--- src/mbpm_pkg.sv ---
// shared constants and types for the parameter mailbox link
package mbpm_pkg;

	typedef logic [15:0] mbpm_word_t;

	// ------------------------------------------------------------
	// transaction codes and mailbox placement
	// ------------------------------------------------------------
	localparam logic [7:0]  FC_WRITE_MULTI = 8'h10;
	localparam logic [7:0]  FC_READ_HOLD   = 8'h03;
	localparam logic [15:0] MBOX_BASE      = 16'h0258;
	localparam int          MBOX_WORDS     = 16;
	localparam logic [7:0]  RSP_BYTE_COUNT = 8'h20;
	localparam int          REQ_WORDS_READ  = 7;
	localparam int          REQ_WORDS_WRITE = 10;

	// ------------------------------------------------------------
	// register index inside the mailbox (address = base + index)
	// ------------------------------------------------------------
	localparam int REG_CONTROL   = 0;
	localparam int REG_FUNC_LEN  = 1;
	localparam int REG_REF_ID    = 2;
	localparam int REG_OBJ_COUNT = 3;
	localparam int REG_ATTR_ELEM = 4;
	localparam int REG_PNUM      = 5;
	localparam int REG_SUBINDEX  = 6;
	localparam int REG_FMT_COUNT = 7;
	localparam int REG_VALUE_HI  = 8;
	localparam int REG_VALUE_LO  = 9;

	// ------------------------------------------------------------
	// field values
	// ------------------------------------------------------------
	localparam mbpm_word_t CTRL_FILL   = 16'h0000;
	localparam mbpm_word_t CTRL_ACTIVE = 16'h0001;
	localparam mbpm_word_t CTRL_DONE   = 16'h0002;
	localparam logic [7:0] JOB_FUNC      = 8'h2f;
	localparam logic [7:0] REQ_ID_READ   = 8'h01;
	localparam logic [7:0] REQ_ID_WRITE  = 8'h02;
	localparam logic [7:0] LEN_READ_REQ  = 8'h0a;
	localparam logic [7:0] LEN_WRITE_REQ = 8'h10;
	localparam logic [7:0] LEN_READ_RSP  = 8'h08;
	localparam logic [7:0] LEN_WRITE_RSP = 8'h04;
	localparam logic [7:0] LEN_ERROR     = 8'h00;
	localparam logic [7:0] ATTR_VALUE    = 8'h10;
	localparam logic [7:0] COUNT_ONE     = 8'h01;
	localparam logic [7:0] FMT_RESET     = 8'h03;
	localparam logic [7:0] REF_START     = 8'h80;
	localparam mbpm_word_t ERR_NONE      = 16'h0000;
	localparam mbpm_word_t ERR_LENGTH    = 16'h0001;
	localparam mbpm_word_t ERR_STATE     = 16'h0002;
	localparam mbpm_word_t ERR_FUNC      = 16'h0003;
	localparam mbpm_word_t ERR_NOT_READY = 16'h0004;
	localparam mbpm_word_t ERR_INTERNAL  = 16'h0005;

	// ------------------------------------------------------------
	// timing
	// ------------------------------------------------------------
	localparam int CLK_PERIOD_NS = 40;
	localparam int JOB_TIME_NS   = 2000;
	localparam int JOB_CYCLES    = (JOB_TIME_NS + CLK_PERIOD_NS - 1) / CLK_PERIOD_NS;
	localparam int POLL_TIME_NS  = 1000;
	localparam int POLL_CYCLES   = (POLL_TIME_NS + CLK_PERIOD_NS - 1) / CLK_PERIOD_NS;

endpackage

--- src/mbpm_link_if.sv ---
// word-level holding-register link between controller and drive
`timescale 1ns/1ps
interface mbpm_link_if;
	logic               req_valid;
	logic [7:0]         req_fc;
	logic [15:0]        req_addr;
	logic [7:0]         req_count;
	logic               req_ready;
	logic               wr_valid;
	logic [15:0]        wr_data;
	logic               rsp_valid;
	logic [15:0]        rsp_data;
	logic [7:0]         rsp_byte_count;
	logic               rsp_last;
	logic               rsp_exc;

	modport dev (
		input  req_valid, req_fc, req_addr, req_count, wr_valid, wr_data,
		output req_ready, rsp_valid, rsp_data, rsp_byte_count, rsp_last, rsp_exc
	);
	modport ctl (
		output req_valid, req_fc, req_addr, req_count, wr_valid, wr_data,
		input  req_ready, rsp_valid, rsp_data, rsp_byte_count, rsp_last, rsp_exc
	);
endinterface

--- src/mbpm_drive_end.sv ---
// drive end: parameter mailbox in holding registers with job engine
`timescale 1ns/1ps

// Functional notes
// - controller starts job: write-multiple at base, control 1
// - register two: function 2Fh, request byte length
// - register three: reference, id 1 read 2 write
// - register four: object id and parameter count
// - register five: attribute 10h and element count
// - registers six, seven: parameter number, subindex
// - write: ten registers, length 16, value high first
// - controller fetches result by read at base
// - mailbox read answers 20h bytes, sixteen registers
// - completion: control 2, 2Fh with response length
// - read success mirrors reference, response id 1
// - write success: id 2, content ends register four
// - read success: format/count, then value register six
// - in progress: control 1, 2F00h, error 0004h
// - errors: control 2, length 0, error code
// - control 0 means mailbox still being filled
module mbpm_drive_end #(
	parameter int PARAM_DEPTH = 16,
	parameter int JOB_CYCLES  = mbpm_pkg::JOB_CYCLES
) (
	input  wire logic        clk,
	input  wire logic        nrst,
	mbpm_link_if.dev         link,
	input  wire logic        drive_locked,
	output logic             job_busy
);
	import mbpm_pkg::*;

	localparam int PIDX_W = (PARAM_DEPTH > 1) ? $clog2(PARAM_DEPTH) : 1;

	// ------------------------------------------------------------
	// state
	// ------------------------------------------------------------
	typedef enum logic [1:0] {D_IDLE, D_WRITE, D_ACK, D_READ} mbpm_dst_t;

	typedef struct packed {
		mbpm_dst_t                       st;
		logic [4:0]                      widx;
		logic [4:0]                      wcount;
		logic                            exc_pend;
		mbpm_word_t [MBOX_WORDS-1:0]     mbox;
		logic [PARAM_DEPTH-1:0][31:0]    params;
		logic [PARAM_DEPTH-1:0][7:0]     fmts;
		logic                            job_active;
		logic [15:0]                     timer;
		logic                            job_write;
		logic [7:0]                      job_ref;
		mbpm_word_t                      job_obj;
		logic [PIDX_W-1:0]               job_pidx;
		logic [7:0]                      job_fmt;
		logic [31:0]                     job_value;
		logic                            req_ready;
		logic                            rsp_valid;
		mbpm_word_t                      rsp_data;
		logic [7:0]                      rsp_byte_count;
		logic                            rsp_last;
		logic                            rsp_exc;
		logic                            job_busy;
	} mbpm_dev_state_t;

	mbpm_dev_state_t s;
	mbpm_dev_state_t next_s;

	// ------------------------------------------------------------
	// request check, returns the error code or zero
	// ------------------------------------------------------------
	function automatic mbpm_word_t job_check(input mbpm_word_t [MBOX_WORDS-1:0] mb, input logic locked);
		logic [7:0] id;
		logic [7:0] len;
		id  = mb[REG_REF_ID][7:0];
		len = mb[REG_FUNC_LEN][7:0];
		if (mb[REG_FUNC_LEN][15:8] != JOB_FUNC)
			return ERR_FUNC;
		if (id == REQ_ID_READ) begin
			if (len != LEN_READ_REQ)
				return ERR_LENGTH;
		end else if (id == REQ_ID_WRITE) begin
			if (len != LEN_WRITE_REQ)
				return ERR_LENGTH;
			if (locked)
				return ERR_STATE;
		end else begin
			return ERR_INTERNAL;
		end
		// only single value access to the parameter value is served
		if (mb[REG_ATTR_ELEM] != {ATTR_VALUE, COUNT_ONE})
			return ERR_INTERNAL;
		if (mb[REG_OBJ_COUNT][7:0] != COUNT_ONE)
			return ERR_INTERNAL;
		if (32'(mb[REG_PNUM]) >= PARAM_DEPTH)
			return ERR_INTERNAL;
		return ERR_NONE;
	endfunction

	// ------------------------------------------------------------
	// next state
	// ------------------------------------------------------------
	always_comb begin
		mbpm_word_t err;
		err = ERR_NONE;
		next_s = s;
		next_s.rsp_valid = 1'b0;
		next_s.rsp_last = 1'b0;
		next_s.rsp_exc = 1'b0;
		next_s.rsp_byte_count = 8'h00;
		next_s.rsp_data = 16'h0000;

		unique case (s.st)
			D_IDLE: begin
				next_s.req_ready = 1'b1;
				if (link.req_valid && s.req_ready) begin
					next_s.req_ready = 1'b0;
					next_s.widx = 5'd0;
					next_s.exc_pend = 1'b0;
					if (link.req_addr != MBOX_BASE) begin
						next_s.exc_pend = 1'b1;
						next_s.st = D_ACK;
					end else if (link.req_fc == FC_WRITE_MULTI && link.req_count != 8'h00
							&& link.req_count <= 8'(MBOX_WORDS)) begin
						next_s.wcount = 5'(link.req_count);
						next_s.st = D_WRITE;
					end else if (link.req_fc == FC_READ_HOLD) begin
						next_s.st = D_READ;
					end else begin
						next_s.exc_pend = 1'b1;
						next_s.st = D_ACK;
					end
				end
			end
			D_WRITE: begin
				// words land in order from the base, one per accepted beat
				if (link.wr_valid) begin
					next_s.mbox[s.widx[3:0]] = link.wr_data;
					next_s.widx = s.widx + 5'd1;
					if (s.widx == s.wcount - 5'd1)
						next_s.st = D_ACK;
				end
			end
			D_ACK: begin
				next_s.rsp_valid = 1'b1;
				next_s.rsp_last = 1'b1;
				next_s.rsp_exc = s.exc_pend;
				next_s.st = D_IDLE;
				// control 0 leaves the block alone while it is filled; a
				// second activation during a running job is ignored
				if (!s.exc_pend && !s.job_active
						&& s.mbox[REG_CONTROL] == CTRL_ACTIVE) begin
					err = job_check(s.mbox, drive_locked);
					if (err != ERR_NONE) begin
						next_s.mbox[REG_CONTROL] = CTRL_DONE;
						next_s.mbox[REG_FUNC_LEN] = {JOB_FUNC, LEN_ERROR};
						next_s.mbox[REG_REF_ID] = err;
					end else begin
						next_s.job_active = 1'b1;
						next_s.timer = 16'(JOB_CYCLES - 1);
						next_s.job_write = (s.mbox[REG_REF_ID][7:0] == REQ_ID_WRITE);
						next_s.job_ref = s.mbox[REG_REF_ID][15:8];
						next_s.job_obj = s.mbox[REG_OBJ_COUNT];
						next_s.job_pidx = PIDX_W'(s.mbox[REG_PNUM]);
						next_s.job_fmt = s.mbox[REG_FMT_COUNT][15:8];
						next_s.job_value = {s.mbox[REG_VALUE_HI], s.mbox[REG_VALUE_LO]};
						next_s.mbox[REG_CONTROL] = CTRL_ACTIVE;
						next_s.mbox[REG_FUNC_LEN] = {JOB_FUNC, LEN_ERROR};
						next_s.mbox[REG_REF_ID] = ERR_NOT_READY;
					end
				end
			end
			D_READ: begin
				// the full mailbox goes out whatever count was asked for
				next_s.rsp_valid = 1'b1;
				next_s.rsp_data = s.mbox[s.widx[3:0]];
				next_s.rsp_byte_count = RSP_BYTE_COUNT;
				next_s.rsp_last = (s.widx == 5'(MBOX_WORDS - 1));
				next_s.widx = s.widx + 5'd1;
				if (s.widx == 5'(MBOX_WORDS - 1))
					next_s.st = D_IDLE;
			end
		endcase

		// job engine runs beside the link so reads see progress
		if (s.job_active) begin
			if (s.timer != 16'h0000) begin
				next_s.timer = s.timer - 16'h0001;
			end else begin
				next_s.job_active = 1'b0;
				for (int i = REG_ATTR_ELEM; i < MBOX_WORDS; i++)
					next_s.mbox[i] = 16'h0000;
				next_s.mbox[REG_CONTROL] = CTRL_DONE;
				next_s.mbox[REG_OBJ_COUNT] = s.job_obj;
				if (s.job_write) begin
					next_s.params[s.job_pidx] = s.job_value;
					next_s.fmts[s.job_pidx] = s.job_fmt;
					next_s.mbox[REG_FUNC_LEN] = {JOB_FUNC, LEN_WRITE_RSP};
					next_s.mbox[REG_REF_ID] = {s.job_ref, REQ_ID_WRITE};
				end else begin
					next_s.mbox[REG_FUNC_LEN] = {JOB_FUNC, LEN_READ_RSP};
					next_s.mbox[REG_REF_ID] = {s.job_ref, REQ_ID_READ};
					next_s.mbox[REG_ATTR_ELEM] = {s.fmts[s.job_pidx], COUNT_ONE};
					next_s.mbox[REG_PNUM] = s.params[s.job_pidx][15:0];
				end
			end
		end
		next_s.job_busy = next_s.job_active;
	end

	// ------------------------------------------------------------
	// state register
	// ------------------------------------------------------------
	always_ff @(posedge clk) begin
		if (!nrst) begin
			s <= '0;
			for (int i = 0; i < PARAM_DEPTH; i++)
				s.fmts[i] <= FMT_RESET;
		end else begin
			s <= next_s;
		end
	end

	// outputs straight from the state flops
	assign link.req_ready = s.req_ready;
	assign link.rsp_valid = s.rsp_valid;
	assign link.rsp_data = s.rsp_data;
	assign link.rsp_byte_count = s.rsp_byte_count;
	assign link.rsp_last = s.rsp_last;
	assign link.rsp_exc = s.rsp_exc;
	assign job_busy = s.job_busy;

endmodule // mbpm_drive_end

--- src/flat_wrapper.sv ---
// flat-port wrapper written by rule: the top's interface ports become plain ports
module mbpm_drive_end_flat import mbpm_pkg::*;
#(
	parameter int PARAM_DEPTH = 16,
	parameter int JOB_CYCLES  = mbpm_pkg::JOB_CYCLES
)
  (clk, nrst, drive_locked, job_busy, link_req_valid, link_req_fc, link_req_addr, link_req_count, link_wr_valid, link_wr_data, link_req_ready, link_rsp_valid, link_rsp_data, link_rsp_byte_count, link_rsp_last, link_rsp_exc);
  mbpm_link_if link_i ();
  input  wire logic clk;
  input  wire logic nrst;
  input  wire logic drive_locked;
  output logic job_busy;
  input wire logic [$bits(link_i.req_valid)-1:0] link_req_valid;
  input wire logic [$bits(link_i.req_fc)-1:0] link_req_fc;
  input wire logic [$bits(link_i.req_addr)-1:0] link_req_addr;
  input wire logic [$bits(link_i.req_count)-1:0] link_req_count;
  input wire logic [$bits(link_i.wr_valid)-1:0] link_wr_valid;
  input wire logic [$bits(link_i.wr_data)-1:0] link_wr_data;
  output wire logic [$bits(link_i.req_ready)-1:0] link_req_ready;
  output wire logic [$bits(link_i.rsp_valid)-1:0] link_rsp_valid;
  output wire logic [$bits(link_i.rsp_data)-1:0] link_rsp_data;
  output wire logic [$bits(link_i.rsp_byte_count)-1:0] link_rsp_byte_count;
  output wire logic [$bits(link_i.rsp_last)-1:0] link_rsp_last;
  output wire logic [$bits(link_i.rsp_exc)-1:0] link_rsp_exc;
  assign link_i.req_valid = link_req_valid;
  assign link_i.req_fc = link_req_fc;
  assign link_i.req_addr = link_req_addr;
  assign link_i.req_count = link_req_count;
  assign link_i.wr_valid = link_wr_valid;
  assign link_i.wr_data = link_wr_data;
  assign link_req_ready = link_i.req_ready;
  assign link_rsp_valid = link_i.rsp_valid;
  assign link_rsp_data = link_i.rsp_data;
  assign link_rsp_byte_count = link_i.rsp_byte_count;
  assign link_rsp_last = link_i.rsp_last;
  assign link_rsp_exc = link_i.rsp_exc;
  mbpm_drive_end #(.PARAM_DEPTH(PARAM_DEPTH), .JOB_CYCLES(JOB_CYCLES)) u_core (.clk(clk), .nrst(nrst), .link(link_i), .drive_locked(drive_locked), .job_busy(job_busy));
endmodule
--- config.mk ---
export PLATFORM = sky130hd
export DESIGN_NAME = mbpm_drive_end_flat
export DESIGN_NICKNAME = d
export VERILOG_FILES = /design/src/mbpm_pkg.sv /design/src/mbpm_link_if.sv /design/src/mbpm_drive_end.sv /design/src/flat_wrapper.sv
export SDC_FILE = /design/constraint.sdc
export NUM_CORES = 2
export LEC_CHECK = 0
export BUFFER_PORTS_ARGS = -buffer_cell sky130_fd_sc_hd__buf_2
export CORE_ASPECT_RATIO = 1.4
export CORE_MARGIN = 8
export CORE_UTILIZATION = 67
export DETAILED_ROUTE_END_ITERATION = 10
export HOLD_SLACK_MARGIN = 0.12
export PLACE_DENSITY = 0.95
export SETUP_SLACK_MARGIN = 0.5
export SYNTH_ARGS = -nofsm -noshare
export SYNTH_HDL_FRONTEND = slang
export SYNTH_SLANG_ARGS = --single-unit
--- constraint.sdc ---
create_clock -name clk -period 5.25 [get_ports clk]
set_input_delay 1.05 -clock clk [delete_from_list [all_inputs] [get_ports clk]]
set_output_delay 1.05 -clock clk [all_outputs]
set_load 0.005 [all_outputs]
==> metrics <==
Yosys reg bits=744; fraction of registers with async set/reset=0%; Multi-input gate area=0.01517 mm^2; commonest non-fill, non-tap cell in the layout=dfxtp_1; most frequent cells in the layout=dfxtp_1, nand2_1, nand3_1, o21ai_0, a21oi_1; Nets=3288; post-synthesis adder-cell area fraction=0.5140%; Final Wtd Congestion=0.9930; total track usage=35.09%; Initial Utilization=67.61%; Slew headroom=11.00%; grt ovf=0; Setup TNS=0 ns; average routed wire per standard cell=25.10 um; DRC viols=0; die width=199.7 um; Die Area=0.05455 mm^2; clk_lat worst skew=0.61 ns; Switching Fraction=21.67%; final hold viol count=0; CP startpoint kind=register; DPL Wire Length=54.86 mm; pre-CTS setup slack=1.732 ns; global-route wire length before repair=151.2 mm; cts bufs inserted=66; TritonCTS clock tree=yes; CP max stage delay=0.84 ns; Lkg Pwr=11.30 nW; XOR/XNOR Fraction of Synth Area=0.2214%; Bufs and invs on worst path=3; Synth cell types=66; share of power burned in registers=52.5%; # IOs=82; fill count=2841; Mapped Cells=3392; count of pins over their slew limit=0; total wire length=97.69 mm; end-of-flow core utilization=72.51%; Vias/cell=7.253; root buffer cell=clkbuf_16; placed cell area=0.03180 mm^2; Setup Fix Bufs, Post-CTS=0; vias in the first global route=27768; leading area contributor after synthesis=dfxtp_1; Hold Buf Count CTS=0; Psw=2.331 mW; internal cell power=8.426 mW; antenna diode count=0; sequential share of the synthesized area=47.06%; Reg clk slew, reported paths=0.06 ns; Synth warnings=0; P&R area growth vs syn=7.251%; mux share of post-synthesis cell area=16.26%; max-cap viol count=0; critical-path maximum fanout=66; synthesized area per cell=9.330 um^2; register area=0.01491 mm^2; PD cells=316.9 mW/mm^2; Crit. path cell count=9; top area cells in the synthesized netlist=dfxtp_1, mux4_2, nand2_1; Worst Skew=0.01504 ns; DR vias=28228; cell class contributing the biggest share of worst-path delay=simple AND/OR/NAND/NOR gates; CP Data Arrival Time=4.16 ns; initial antenna violation count=2; combinational cell fraction of total power=2.1%; setup ws final=1.550 ns; main combinational cell family by area after synthesis=simple AND/OR/NAND/NOR gates; First-pass DRT Iterations=9; Setup-failing EPs final=0; Tmin final=3.700 ns; FF-to-FF path depth=9; slowest cell on the critical path=or3_2; status=complete, no violations; worst slew pin tran=1.330 ns; RSZ-0062 raised after global routing=false; Final Cycle Share=70.48%; maximum vdd drop=277.9 uV; DRC marker count from the first detailed-route iteration=4274; Hold Crit Depth=2; worst path cell trace=inv_1 > ha_1 > nor2b_1 > nand4_1 > or3_2 > buf_4 > nand2_4 > buf_4 > a21oi_1; final instance area=0.03394 mm^2; post-synth top area share=47.06%; Most common cell on crit path=buf_4; CP required=5.71 ns; Design Power=10.76 mW; Clock power frac=45.5%; Cell Rows=94; Routed Antenna Nets=0; CTS resizes=0; synthesized cell area=0.03165 mm^2; main flop type after synthesis=dfxtp_1; worst setup path category=register to register; post-synthesis simple-gate area fraction=17.33%; Post-synth EDFFs=0; Core Box Area=0.04681 mm^2; Clock Sinks=744; pin count of the biggest net entering global routing=168; layout cell share with drive strength beyond 1=14.05%; Fmax achieved=270.3 MHz; CP Capture Type=register; DIE HEIGHT=273.2 um; CTS max path bufs=3; Compound-Gate Fraction of Synth Area=13.40%; H-tree levels=3; Min-Delay Path Class=register to register; port bufs=74
[area by class of cell]
| cell class | count | area share, % |
|---|---|---|
| Tap cell | 624 | 2.300 |
| Multi-Input combinational cell | 2246 | 44.70 |
| Clock inverter | 18 | 0.5382 |
| Timing Repair Buffer | 122 | 2.293 |
| Clock buffer | 96 | 5.765 |
| Inverter | 42 | 0.4681 |
| Sequential cell | 744 | 43.93 |
[routing by layer]
| layer | vias to the layer above | GRT usage, % | wire length (um) |
|---|---|---|---|
| li1 | 11777 | - | - |
| met1 | 13109 | 39.20 | 30660 |
| met2 | 2613 | 55.79 | 45400 |
| met3 | 729 | 9.234 | 12680 |
| met4 | 0 | 28.59 | 8953 |
| met5 | - | 0 | 0 |
[worst paths after layout]
kind / startpoint / to / slack [ns]
worst min-delay path: u_core.s[964] / u_core.s[964] / 0.45
worst max register to register: u_core.s[98] / u_core.s[891] / 1.55
worst max-delay path: u_core.s[98] / u_core.s[891] / 1.55
worst min register to register: u_core.s[964] / u_core.s[964] / 0.45
[logic make-up (layout without fill, tap and decap cells)]
| group | count (synthesis) | count (layout) |
|---|---|---|
| and+or+nand+nor | 1181 | 1181 |
| AOI/OAI and AO/OA | 773 | 773 |
| buffers and inverters | 408 | 278 |
| DFF | 744 | 744 |
| adders and majority gates | 13 | 13 |
| muxes | 264 | 264 |
| xor gates and xnor gates | 8 | 8 |
| other | 1 | 7 |
[worst register-to-register path, cell delays in order (launching register included)]
cell and delay (ns):
dfxtp_1 0.31, inv_1 0.09, ha_1 0.21, nor2b_1 0.15
nand4_1 0.36, or3_2 0.84, buf_4 0.35, nand2_4 0.59
buf_4 0.53, a21oi_1 0.12
[metrics by stage]
step,hold slack [ns],instances
floorplan,0.4287,3398
global placement,0.4348,3778
detailed placement,0.4438,3778
CTS,0.4526,3892
global route,0.4710,3892
finish,0.4544,3892
[Yosys cell counts (all sizes together) (19+ instances only)]
cell / number
nand3b: 19
a21oi: 248
clkbuf: 248
a22oi: 21
o21ai: 382
dfxtp: 744
nand3: 379
and3: 19
buf: 118
nand2: 527
o22ai: 26
nor2: 98
o31a: 19
mux4: 200
mux2i: 64
inv: 42
nor4: 25
and2: 19
[power groups by stage]
stage          registers, mW  logic, mW  clock network (mW)
2_1_floorplan           5.78      0.141                   0
6_report                5.65      0.221                4.89
3_5_place_dp            5.78      0.206                   0
5_1_grt                 5.64      0.226                5.13
4_1_cts                 5.65      0.207                4.88
3_3_place_gp            5.78      0.206                   0
Power figures use the tool's default switching activity.
